==> config.mk <==
export PLATFORM = sky130hd
export DESIGN_NAME = bifs_sequencer
export DESIGN_NICKNAME = d
export VERILOG_FILES = /design/src/rtl/bifs_pkg.sv /design/src/rtl/bifs_sequencer.sv /design/src/rtl/bifs_sec_tick.sv
export SDC_FILE = /design/constraint.sdc
export NUM_CORES = 1
export LEC_CHECK = 0
export ABC_AREA = 0
export BUFFER_PORTS_ARGS = -buffer_cell sky130_fd_sc_hd__buf_2
export CAP_MARGIN = 30
export CORE_MARGIN = 2
export CORE_UTILIZATION = 60
export DETAILED_ROUTE_END_ITERATION = 10
export PLACE_DENSITY = 0.91
export SLEW_MARGIN = 20
export SYNTH_ARGS = -nofsm -noshare
export SYNTH_HDL_FRONTEND = slang
export SYNTH_SLANG_ARGS = --single-unit
==> constraint.sdc <==
create_clock -name i_sys_clk -period 6 [get_ports i_sys_clk]
set_input_delay 1.2 -clock i_sys_clk [delete_from_list [all_inputs] [get_ports i_sys_clk]]
set_output_delay 1.2 -clock i_sys_clk [all_outputs]
set_load 0.01 [all_outputs]
==> src/rtl/bifs_pkg.sv <==
// Purpose: Shared constants and types for the burner ignition fault sequencer
// Assumes: 125 MHz system clock, power-on reset is the only reset
// Notes: Display codes are small enumerated values decoded by the panel
package bifs_pkg;

   // ************************************************
   // Timing
   // ************************************************
   localparam int unsigned CLK_HZ = 125_000_000;
   localparam int unsigned TICK_CYCLES = CLK_HZ;
   localparam int unsigned SEC_W = 12;
   localparam logic [11:0] INTERPURGE_S = 12'h01E;
   localparam logic [11:0] PREPURGE_S = 12'h014;
   localparam logic [11:0] POSTPURGE_S = 12'h03C;
   localparam logic [11:0] BOARD_CHECK_S = 12'h00A;
   localparam logic [11:0] WARMUP_S = 12'h00A;
   localparam logic [11:0] TRIAL_S = 12'h004;
   localparam logic [11:0] LOCK_HOUR_S = 12'hE10;
   localparam logic [11:0] LOCK_30_S = 12'h01E;
   localparam logic [11:0] LOCK_10_S = 12'h00A;
   localparam logic [11:0] LOCK_0_S = 12'h000;
   localparam logic [2:0] MAX_TRIALS = 3'h4;

   // ************************************************
   // Analog thresholds (raw units of the sensing front end)
   // ************************************************
   localparam logic [7:0] WEAK_FLAME_NA = 8'h0F;
   localparam logic [7:0] LOW_FIRE_LIMIT = 8'h14;
   localparam logic [7:0] LIMITED_FLOOR = 8'h28;
   localparam logic [7:0] DERATE_PCT = 8'h14;
   localparam logic [7:0] PCT_FULL = 8'h64;

   // ************************************************
   // Display codes
   // ************************************************
   typedef enum logic [4:0] {
      BIFS_CODE_BOARD_CHECK = 5'h00,
      BIFS_CODE_OFF = 5'h01,
      BIFS_CODE_PURGE = 5'h02,
      BIFS_CODE_IGNITION = 5'h03,
      BIFS_CODE_WARMUP = 5'h04,
      BIFS_CODE_RUN = 5'h05,
      BIFS_CODE_RETRY = 5'h06,
      BIFS_CODE_LO_FAILED_IGN = 5'h10,
      BIFS_CODE_LO_LIMIT = 5'h11,
      BIFS_CODE_LO_VALVE = 5'h12,
      BIFS_CODE_LO_LOW_AIR = 5'h13,
      BIFS_CODE_LO_HIGH_AIR = 5'h14,
      BIFS_CODE_LO_ENABLE = 5'h15,
      BIFS_CODE_LO_SECONDARY = 5'h16,
      BIFS_CODE_LO_BOARD = 5'h17,
      BIFS_CODE_LO_AIR_SWITCH = 5'h18
   } bifs_code_e;

   // Alert bit positions in the alert vector
   localparam int unsigned AL_FAILED_IGN = 0;
   localparam int unsigned AL_LOST_FLAME = 1;
   localparam int unsigned AL_COMB_AIR = 2;
   localparam int unsigned AL_LIMITED_LOW = 3;
   localparam int unsigned AL_WEAK_FLAME = 4;
   localparam int unsigned AL_INDUCER = 5;
   localparam int unsigned AL_NULL_CHECK = 6;
   localparam int unsigned AL_W = 7;

   // Pin-side contacts and switches
   typedef struct packed {
      logic heat_call;
      logic enable_ok;
      logic flame;
      logic limit_ok;
      logic rollout_ok;
      logic air_switch;
      logic air_low;
      logic air_high;
      logic air_gas_mismatch;
      logic inducer_stuck;
      logic null_bad;
      logic act_at_park;
      logic act_at_full;
      logic board_fail;
      logic sec_lockout;
   } bifs_pins_s;

   // Burner outputs
   typedef struct packed {
      logic inducer;
      logic igniter;
      logic gas_valve;
      logic act_park;
   } bifs_drive_s;

endpackage : bifs_pkg

==> src/rtl/bifs_sequencer.sv <==
// Purpose: Ignition, retry and lockout sequencer of a modulating gas burner
// Assumes: Contacts are asynchronous pins; analog values arrive as settled samples
// Notes: Power-on reset restarts from board check; display code is a small enum
`timescale 1ns/10ps
module bifs_sequencer #(
   parameter int unsigned TICK_CYCLES = bifs_pkg::TICK_CYCLES
) (
   // Clock and reset
   input wire logic i_sys_clk,
   input wire logic i_rst_n,
   // Contacts and switches
   input wire bifs_pkg::bifs_pins_s i_pins,
   // Analog samples, percent of full scale and flame current in 0.1 uA
   input wire logic [7:0] i_firing_rate_input,
   input wire logic [7:0] i_act_position,
   input wire logic [7:0] i_flame_current,
   // Burner drive
   output bifs_pkg::bifs_drive_s o_drive,
   output logic [7:0] o_act_cmd,
   // Display and alerts
   output bifs_pkg::bifs_code_e o_code,
   output logic o_lockout,
   output logic [bifs_pkg::AL_W-1:0] o_alerts
);

   // ************************************************
   // Input synchronisers
   // ************************************************
   localparam int unsigned PW = $bits(bifs_pkg::bifs_pins_s);
   logic [PW-1:0] pin_meta;
   logic [PW-1:0] pin_sync;
   bifs_pkg::bifs_pins_s p;

   always_ff @(posedge i_sys_clk or negedge i_rst_n) begin
      if (!i_rst_n) begin
         pin_meta <= '0;
         pin_sync <= '0;
      end else begin
         pin_meta <= i_pins;
         pin_sync <= pin_meta;
      end
   end
   assign p = bifs_pkg::bifs_pins_s'(pin_sync);

   // ************************************************
   // Seconds tick
   // ************************************************
   logic tick;

   bifs_sec_tick #(
      .CYCLES(TICK_CYCLES)
   ) i_bifs_sec_tick (
      .i_sys_clk(i_sys_clk),
      .i_rst_n(i_rst_n),
      .o_tick(tick)
   );

   // ************************************************
   // State machine
   // ************************************************
   typedef enum logic [8:0] {
      ST_BOOT = 9'h001,
      ST_OFF = 9'h002,
      ST_PREPURGE = 9'h004,
      ST_TRIAL = 9'h008,
      ST_WARMUP = 9'h010,
      ST_RUN = 9'h020,
      ST_RETRY = 9'h040,
      ST_POSTPURGE = 9'h080,
      ST_LOCKOUT = 9'h100
   } bifs_state_e;

   bifs_state_e state;
   bifs_state_e next_state;
   logic [bifs_pkg::SEC_W-1:0] secs;
   logic [bifs_pkg::SEC_W-1:0] lock_len;
   bifs_pkg::bifs_code_e lock_code;
   bifs_pkg::bifs_code_e next_lock_code;
   logic [bifs_pkg::SEC_W-1:0] next_lock_len;
   logic [2:0] fails;
   logic limited_low;
   logic flame_lost;
   logic trial_fail;
   logic fault;
   logic demand;
   logic timer_done;
   logic enter;

   // Firing refused without the enable circuit, even with non-zero demand
   assign demand = p.heat_call && (i_firing_rate_input != 8'h00) && p.enable_ok;
   assign timer_done = (secs >= lock_len);

   // Lockout causes; priority follows list order, lowest index wins
   always_comb begin
      fault = 1'b1;
      next_lock_code = bifs_pkg::BIFS_CODE_LO_LIMIT;
      next_lock_len = bifs_pkg::LOCK_10_S;
      if (!p.limit_ok || !p.rollout_ok) begin
         next_lock_code = bifs_pkg::BIFS_CODE_LO_LIMIT;
         next_lock_len = bifs_pkg::LOCK_10_S;
      end else if (p.heat_call && !p.enable_ok && i_firing_rate_input != 8'h00) begin
         next_lock_code = bifs_pkg::BIFS_CODE_LO_ENABLE;
         next_lock_len = bifs_pkg::LOCK_0_S;
      end else if (p.sec_lockout) begin
         next_lock_code = bifs_pkg::BIFS_CODE_LO_SECONDARY;
         next_lock_len = bifs_pkg::LOCK_10_S;
      end else if (p.air_low || (state == ST_PREPURGE && secs == 12'h000 && p.air_switch
                   && !p.act_at_park)) begin
         next_lock_code = bifs_pkg::BIFS_CODE_LO_LOW_AIR;
         next_lock_len = bifs_pkg::LOCK_30_S;
      end else if (p.air_high) begin
         next_lock_code = bifs_pkg::BIFS_CODE_LO_HIGH_AIR;
         next_lock_len = bifs_pkg::LOCK_30_S;
      end else if (p.air_gas_mismatch) begin
         next_lock_code = bifs_pkg::BIFS_CODE_LO_LOW_AIR;
         next_lock_len = bifs_pkg::LOCK_30_S;
      end else if ((state == ST_WARMUP || state == ST_RUN) && !p.air_switch
                   && p.heat_call) begin
         next_lock_code = bifs_pkg::BIFS_CODE_LO_AIR_SWITCH;
         next_lock_len = bifs_pkg::LOCK_HOUR_S;
      end else if ((state == ST_PREPURGE && secs == bifs_pkg::PREPURGE_S && !p.act_at_park)
                   || (state == ST_RUN && i_firing_rate_input == bifs_pkg::PCT_FULL
                   && secs >= bifs_pkg::LOCK_10_S && !p.act_at_full)) begin
         next_lock_code = bifs_pkg::BIFS_CODE_LO_VALVE;
         next_lock_len = bifs_pkg::LOCK_10_S;
      end else begin
         fault = 1'b0;
      end
   end

   assign flame_lost = (state == ST_WARMUP || state == ST_RUN) && !p.flame;
   assign trial_fail = (state == ST_TRIAL) && tick && (secs + 1'b1 >= bifs_pkg::TRIAL_S)
                       && !p.flame;

   always_comb begin
      next_state = state;
      unique case (state)
         ST_BOOT: begin
            if (p.board_fail) begin
               next_state = ST_LOCKOUT;
            end else if (secs >= bifs_pkg::BOARD_CHECK_S) begin
               next_state = ST_OFF;
            end
         end
         ST_OFF: begin
            if (fault && p.heat_call) begin
               next_state = ST_LOCKOUT;
            end else if (demand) begin
               next_state = ST_PREPURGE;
            end
         end
         ST_PREPURGE, ST_TRIAL, ST_WARMUP, ST_RUN, ST_RETRY: begin
            if (fault) begin
               next_state = ST_LOCKOUT;
            end else if (!demand) begin
               next_state = ST_POSTPURGE;
            end else if (state == ST_PREPURGE && secs >= bifs_pkg::PREPURGE_S) begin
               next_state = ST_TRIAL;
            end else if (state == ST_TRIAL && p.flame) begin
               next_state = ST_WARMUP;
            end else if (trial_fail || flame_lost) begin
               if (fails + 1'b1 >= bifs_pkg::MAX_TRIALS && trial_fail) begin
                  next_state = ST_LOCKOUT;
               end else begin
                  next_state = ST_RETRY;
               end
            end else if (state == ST_WARMUP && secs >= bifs_pkg::WARMUP_S) begin
               next_state = ST_RUN;
            end else if (state == ST_RETRY && secs >= bifs_pkg::INTERPURGE_S) begin
               next_state = ST_TRIAL;
            end
         end
         ST_POSTPURGE: begin
            if (secs >= bifs_pkg::POSTPURGE_S) begin
               next_state = ST_OFF;
            end
         end
         ST_LOCKOUT: begin
            // Heater held off for the whole period, whatever clears in between
            if (timer_done) begin
               next_state = p.heat_call ? ST_PREPURGE : ST_OFF;
            end
         end
      endcase
   end

   assign enter = (next_state != state);

   always_ff @(posedge i_sys_clk or negedge i_rst_n) begin
      if (!i_rst_n) begin
         state <= ST_BOOT;
      end else begin
         state <= next_state;
      end
   end

   // Seconds in current state; reset on every transition
   always_ff @(posedge i_sys_clk or negedge i_rst_n) begin
      if (!i_rst_n) begin
         secs <= '0;
      end else if (enter) begin
         secs <= '0;
      end else if (tick && secs != '1) begin
         secs <= secs + 1'b1;
      end
   end

   // Lockout code and period captured on entry
   always_ff @(posedge i_sys_clk or negedge i_rst_n) begin
      if (!i_rst_n) begin
         lock_code <= bifs_pkg::BIFS_CODE_LO_BOARD;
         lock_len <= bifs_pkg::LOCK_10_S;
      end else if (enter && next_state == ST_LOCKOUT) begin
         if (state == ST_BOOT) begin
            lock_code <= bifs_pkg::BIFS_CODE_LO_BOARD;
            lock_len <= bifs_pkg::LOCK_10_S;
         end else if (fault) begin
            lock_code <= next_lock_code;
            lock_len <= next_lock_len;
         end else begin
            lock_code <= bifs_pkg::BIFS_CODE_LO_FAILED_IGN;
            lock_len <= bifs_pkg::LOCK_HOUR_S;
         end
      end else if (state == ST_BOOT) begin
         lock_len <= bifs_pkg::BOARD_CHECK_S;
      end
   end

   // Failed-trial counter
   always_ff @(posedge i_sys_clk or negedge i_rst_n) begin
      if (!i_rst_n) begin
         fails <= '0;
      end else if (state == ST_TRIAL && p.flame) begin
         fails <= '0;
      end else if (state == ST_LOCKOUT && enter) begin
         fails <= '0;
      end else if (enter && next_state == ST_RETRY) begin
         fails <= fails + 1'b1;
      end
   end

   // Low-fire adaptation lasts until the heat call ends
   always_ff @(posedge i_sys_clk or negedge i_rst_n) begin
      if (!i_rst_n) begin
         limited_low <= 1'b0;
      end else if (flame_lost && i_firing_rate_input <= bifs_pkg::LOW_FIRE_LIMIT) begin
         limited_low <= 1'b1;
      end else if (!p.heat_call) begin
         limited_low <= 1'b0;
      end
   end

   // ************************************************
   // Alerts
   // ************************************************
   logic [bifs_pkg::AL_W-1:0] next_alerts;
   logic [8:0] derated;
   logic firing;

   assign firing = (state == ST_WARMUP || state == ST_RUN);
   // Actuator more than 20 percent of input below the input, scaled by 100
   assign derated = {1'b0, i_firing_rate_input} - {1'b0, i_act_position};

   always_comb begin
      next_alerts = o_alerts;
      if (enter && state == ST_TRIAL && next_state != ST_WARMUP) begin
         next_alerts[bifs_pkg::AL_FAILED_IGN] = 1'b1;
      end
      if (enter && firing && flame_lost) begin
         next_alerts[bifs_pkg::AL_LOST_FLAME] = 1'b1;
      end
      if (state == ST_TRIAL && p.flame) begin
         next_alerts[bifs_pkg::AL_FAILED_IGN] = 1'b0;
      end
      next_alerts[bifs_pkg::AL_COMB_AIR] = firing && p.air_low
         && i_act_position < i_firing_rate_input
         && 16'(derated) * 16'(bifs_pkg::PCT_FULL)
            > 16'(i_firing_rate_input) * 16'(bifs_pkg::DERATE_PCT);
      next_alerts[bifs_pkg::AL_LIMITED_LOW] = limited_low;
      next_alerts[bifs_pkg::AL_WEAK_FLAME] = firing && p.flame
         && i_flame_current < bifs_pkg::WEAK_FLAME_NA;
      next_alerts[bifs_pkg::AL_INDUCER] = p.inducer_stuck;
      next_alerts[bifs_pkg::AL_NULL_CHECK] = p.null_bad;
      if (state == ST_OFF && !p.heat_call) begin
         next_alerts[bifs_pkg::AL_FAILED_IGN] = 1'b0;
         next_alerts[bifs_pkg::AL_LOST_FLAME] = 1'b0;
      end
   end

   always_ff @(posedge i_sys_clk or negedge i_rst_n) begin
      if (!i_rst_n) begin
         o_alerts <= '0;
      end else begin
         o_alerts <= next_alerts;
      end
   end

   // ************************************************
   // Outputs
   // ************************************************
   logic [7:0] floor_rate;

   assign floor_rate = limited_low ? bifs_pkg::LIMITED_FLOOR : 8'h00;

   always_ff @(posedge i_sys_clk or negedge i_rst_n) begin
      if (!i_rst_n) begin
         o_drive <= '0;
         o_act_cmd <= 8'h00;
         o_lockout <= 1'b0;
      end else begin
         o_drive.inducer <= next_state inside {ST_PREPURGE, ST_TRIAL, ST_WARMUP, ST_RUN,
                                               ST_RETRY, ST_POSTPURGE};
         o_drive.igniter <= (next_state == ST_TRIAL);
         o_drive.gas_valve <= next_state inside {ST_TRIAL, ST_WARMUP, ST_RUN};
         o_drive.act_park <= !(next_state inside {ST_TRIAL, ST_WARMUP, ST_RUN});
         o_act_cmd <= (next_state != ST_RUN) ? 8'h00 :
                      (i_firing_rate_input < floor_rate) ? floor_rate
                                                         : i_firing_rate_input;
         o_lockout <= (next_state == ST_LOCKOUT);
      end
   end

   always_ff @(posedge i_sys_clk or negedge i_rst_n) begin
      if (!i_rst_n) begin
         o_code <= bifs_pkg::BIFS_CODE_BOARD_CHECK;
      end else begin
         unique case (state)
            ST_BOOT: o_code <= bifs_pkg::BIFS_CODE_BOARD_CHECK;
            ST_OFF: o_code <= bifs_pkg::BIFS_CODE_OFF;
            ST_PREPURGE: o_code <= bifs_pkg::BIFS_CODE_PURGE;
            ST_POSTPURGE: o_code <= bifs_pkg::BIFS_CODE_PURGE;
            ST_TRIAL: o_code <= bifs_pkg::BIFS_CODE_IGNITION;
            ST_WARMUP: o_code <= bifs_pkg::BIFS_CODE_WARMUP;
            ST_RUN: o_code <= bifs_pkg::BIFS_CODE_RUN;
            ST_RETRY: o_code <= bifs_pkg::BIFS_CODE_RETRY;
            ST_LOCKOUT: o_code <= lock_code;
         endcase
      end
   end

endmodule : bifs_sequencer

==> src/rtl/bifs_sec_tick.sv <==
// Purpose: One-second enable pulse from the system clock
// Assumes: Single clock domain
// Notes: Pulse lasts one cycle
`timescale 1ns/10ps
module bifs_sec_tick #(
   parameter int unsigned CYCLES = bifs_pkg::TICK_CYCLES
) (
   // Clock and reset
   input wire logic i_sys_clk,
   input wire logic i_rst_n,
   // Tick
   output logic o_tick
);
   localparam int unsigned CW = $clog2(CYCLES);
   localparam logic [CW-1:0] LAST = CW'(CYCLES - 1);
   logic [CW-1:0] cnt;

   always_ff @(posedge i_sys_clk or negedge i_rst_n) begin
      if (!i_rst_n) begin
         cnt <= '0;
         o_tick <= 1'b0;
      end else if (cnt == LAST) begin
         cnt <= '0;
         o_tick <= 1'b1;
      end else begin
         cnt <= cnt + 1'b1;
         o_tick <= 1'b0;
      end
   end
endmodule : bifs_sec_tick

==> out/summary.txt <==
Clock Sinks - 116
CORE AREA - 12,600 µm²
Layout Area Growth over Synthesis - 14.0%
CP Launch Type - input port
vias in the first global route - 6,323
Routed Antenna Nets - 0
via/cell ratio - 6.13
Place WS - -0.0787 ns
clk_skew - 0.0118 ns
Max clock buf depth - 2
setup bufs post-CTS - 0
Power Total - 0.00298 W
# diodes - 0
area of the mapped netlist - 7690 µm²
WHS - 0.346 ns
drt pass-1 iters - 5
Gate Count Post-Synth - 811
GPL Wtd Cong - 1.01
final hold vios - 0
crit path DAT - 6.13 ns
Final Setup Violations - 0
hold_sp - pin_meta[8]
global route overflow - 0
Req. time, crit path - 6.29 ns
CP startpoint - i_firing_rate_input[0]
dominant synthesized flop cell - dfrtp_1
vias post-DR - 6,519
fin nets - 999
Clock power frac - 33.4%
critical path's largest stage delay - 0.55 ns
PD cells - 340 nW/µm²
clk_lat worst skew - 0.42 ns
syn nets - 932
area of the multi-input gates - 4430 µm²
largest net degree at the start of global routing - 76
Post-synth EDFFs - 0
Slowest-stage cell, CP - fa_1
CP max FO - 5
sequential share of power - 29.0%
crit path capture type - flip-flop
All-Layer GR Usage - 30.1%
register area - 2910 µm²
Synth area leaders - dfrtp_1 (36%), ha_1 (12%), xor2_1 (3.9%)
hold crit path type - flip-flop to flip-flop
post-DR wirelength/cell - 18.1 µm
max_cap viols - 0
Net Switching - 0.00108 W
Yosys Warn Count - 0
Logic pwr share - 37.5%
Final Max Slew Viols - 0
static leakage - 4.29 nW
worst slew pin tran - 0.995 ns
Root Buffer Master - clkbuf_16
WL final - 19,300 µm
number of synthesized register bits - 116
layout cell share with drive strength beyond 1 - 15.5%
Avg Synthesized Cell Area - 9.49 µm²
Netlist cell types - 78
CTS Buf Count - 17
post-cts resize count - 0
hold_buf cts - 0
filler instances - 957
worst ir drop on vdd - 354 µV
critical path class - input port to flip-flop
Final period util - 97.3%
Rows - 41
register area share after synthesis - 37.8%
final period demand of the worst path - 5.84 ns
dpl hpwl - 14,000 µm
RSZ-0062 raised after global routing - no
switching share of power - 36.2%
IO Port Bufs - 65
TritonCTS clock tree - done
Post-route DRC - 0
Vert. Die Dim - 117 µm
Die Wd - 117 µm
Clock H-tree levels - 4
Internal Power - 0.00190 W
Yosys top cell by area - dfrtp_1
first-pass GRT wire length - 31,800 µm
clk slew on worst S/H paths - 0.06 ns
Initial DRC Count - 628
f_max - 171 MHz
asr flop ratio synth - 100%
post-route setup slack - 0.162 ns
I/O Pins - 66
Initial Utilization - 61.2%
full die area - 13,700 µm²
Slew HR - 33.5%
status - finished, final reports clean
worst reg2reg path startpoint - state[5]
share of the synthesized area in the top cell type - 36.1%
initial antenna violation count - 0
path summary, 6_finish.rpt:
path / slack [ns] / cells past startpoint / endpoint
max: 0.16 / 25 / o_alerts[2]
max reg2reg: 1.97 / 11 / lock_code[2]
min reg2reg: 0.35 / 0 / p[8]
min: 0.35 / 0 / p[8]
max in group asynchronous: 4.13 / 3 / lock_code[1]
min in group asynchronous: 0.73 / 1 / secs[7]
Yosys cell counts, types with 7 or more instances:
| cell | n |
|---|---|
| nor4_1 | 11 |
| a21o_1 | 16 |
| xor2_1 | 34 |
| nand3_1 | 29 |
| a31oi_1 | 7 |
| ha_1 | 74 |
| nand2b_1 | 8 |
| nand4_1 | 24 |
| nor2b_1 | 13 |
| and3_1 | 12 |
| inv_1 | 66 |
| xnor2_1 | 25 |
| dfrtp_1 | 111 |
| clkbuf_1 | 11 |
| nand2_1 | 57 |
| o21ai_0 | 36 |
| or3_1 | 7 |
| nor2_1 | 70 |
| nor3_1 | 21 |
| a21oi_1 | 27 |
| buf_2 | 9 |
| and2_1 | 8 |
| nor3b_1 | 7 |
power groups by stage:
stage / Clock, W / Combinational [W] / Sequential [W]
after floorplan: 0 / 0.000811 / 0.000869
after global placement: 0 / 0.00101 / 0.000875
after detailed placement: 0 / 0.00108 / 0.000877
after CTS: 0.00101 / 0.00110 / 0.000863
after global routing: 0.00105 / 0.00125 / 0.000870
final: 0.000996 / 0.00112 / 0.000865
state kept, by name (all words and copies together), names as in the netlist:
register and cells:
o_drive 4, lock_len 4, o_alerts 7, o_act_cmd 8, o_lockout 1, state 9
fails 3, limited_low 1, p 15, lock_code 4, pin_meta 15, i_bifs_sec_tick.cnt 27
o_code 5, secs 12, i_bifs_sec_tick.o_tick 1
metal layers:
metal  GRT usage (%)  part of all wire (%)  vias to the layer above
met2            48.6                    48                      281
met5               0                     0                        -
li1                -                     -                     3036
met1            39.9                    41                     3149
met4            11.2                   2.6                        0
met3            6.49                   7.7                       53
cells in the final DEF, fill, tap and decap left out, types with 5 or more instances in the layout:
master	count
a211oi_1	6
a21o_1	16
a21oi_1	27
a31oi_1	7
and2_1	8
and3_1	12
buf_2	64
buf_4	5
clkbuf_16	17
dfrtp_1	111
dfstp_2	5
fa_1	6
ha_1	74
inv_1	66
inv_6	5
mux2i_1	6
nand2_1	57
nand2b_1	8
nand3_1	29
nand4_1	24
nor2_1	70
nor2b_1	13
nor3_1	21
nor3b_1	7
nor4_1	11
o211ai_1	6
o21ai_0	36
o21bai_1	6
or3_1	7
xnor2_1	25
xor2_1	34
cells by family after synthesis:
logic type | synth area share (%)
buf+inv | 4.70
xor+xnor | 6.72
compound gates | 12.9
mux | 1.17
fa+ha+maj | 13.6
simple gates | 23.1
flops | 37.8
final cells by class:
type,count,area share (%)
well taps,172,2.45
multi-input cells,606,50.5
inverters,67,2.92
clock inverters,15,1.81
repair buffers,70,4.31
flip-flops and latches,116,33.2
clock buffers,17,4.85
stage by stage:
step           cell area (µm²)  utilization [%]  TNS (ns)  instances
6_report                  8770             69.8         0       1063
5_1_grt                   8770             69.8         0       1063
3_5_place_dp              8170             65.0   -0.0787       1030
4_1_cts                   8750             69.6         0       1062
2_1_floorplan             7690                -         0        811
3_3_place_gp              8170             65.0         0       1030
worst max-delay path: cells and delay by family:
family | cells | cell delay, ns
xor gates and xnor gates | 2 | 0.33
and+or+nand+nor | 4 | 0.57
buffers and inverters | 6 | 0.48
adders and majority gates | 7 | 2.34
AOI/OAI and AO/OA | 6 | 1.21
Note: power is estimated with default switching activity, not from simulation.
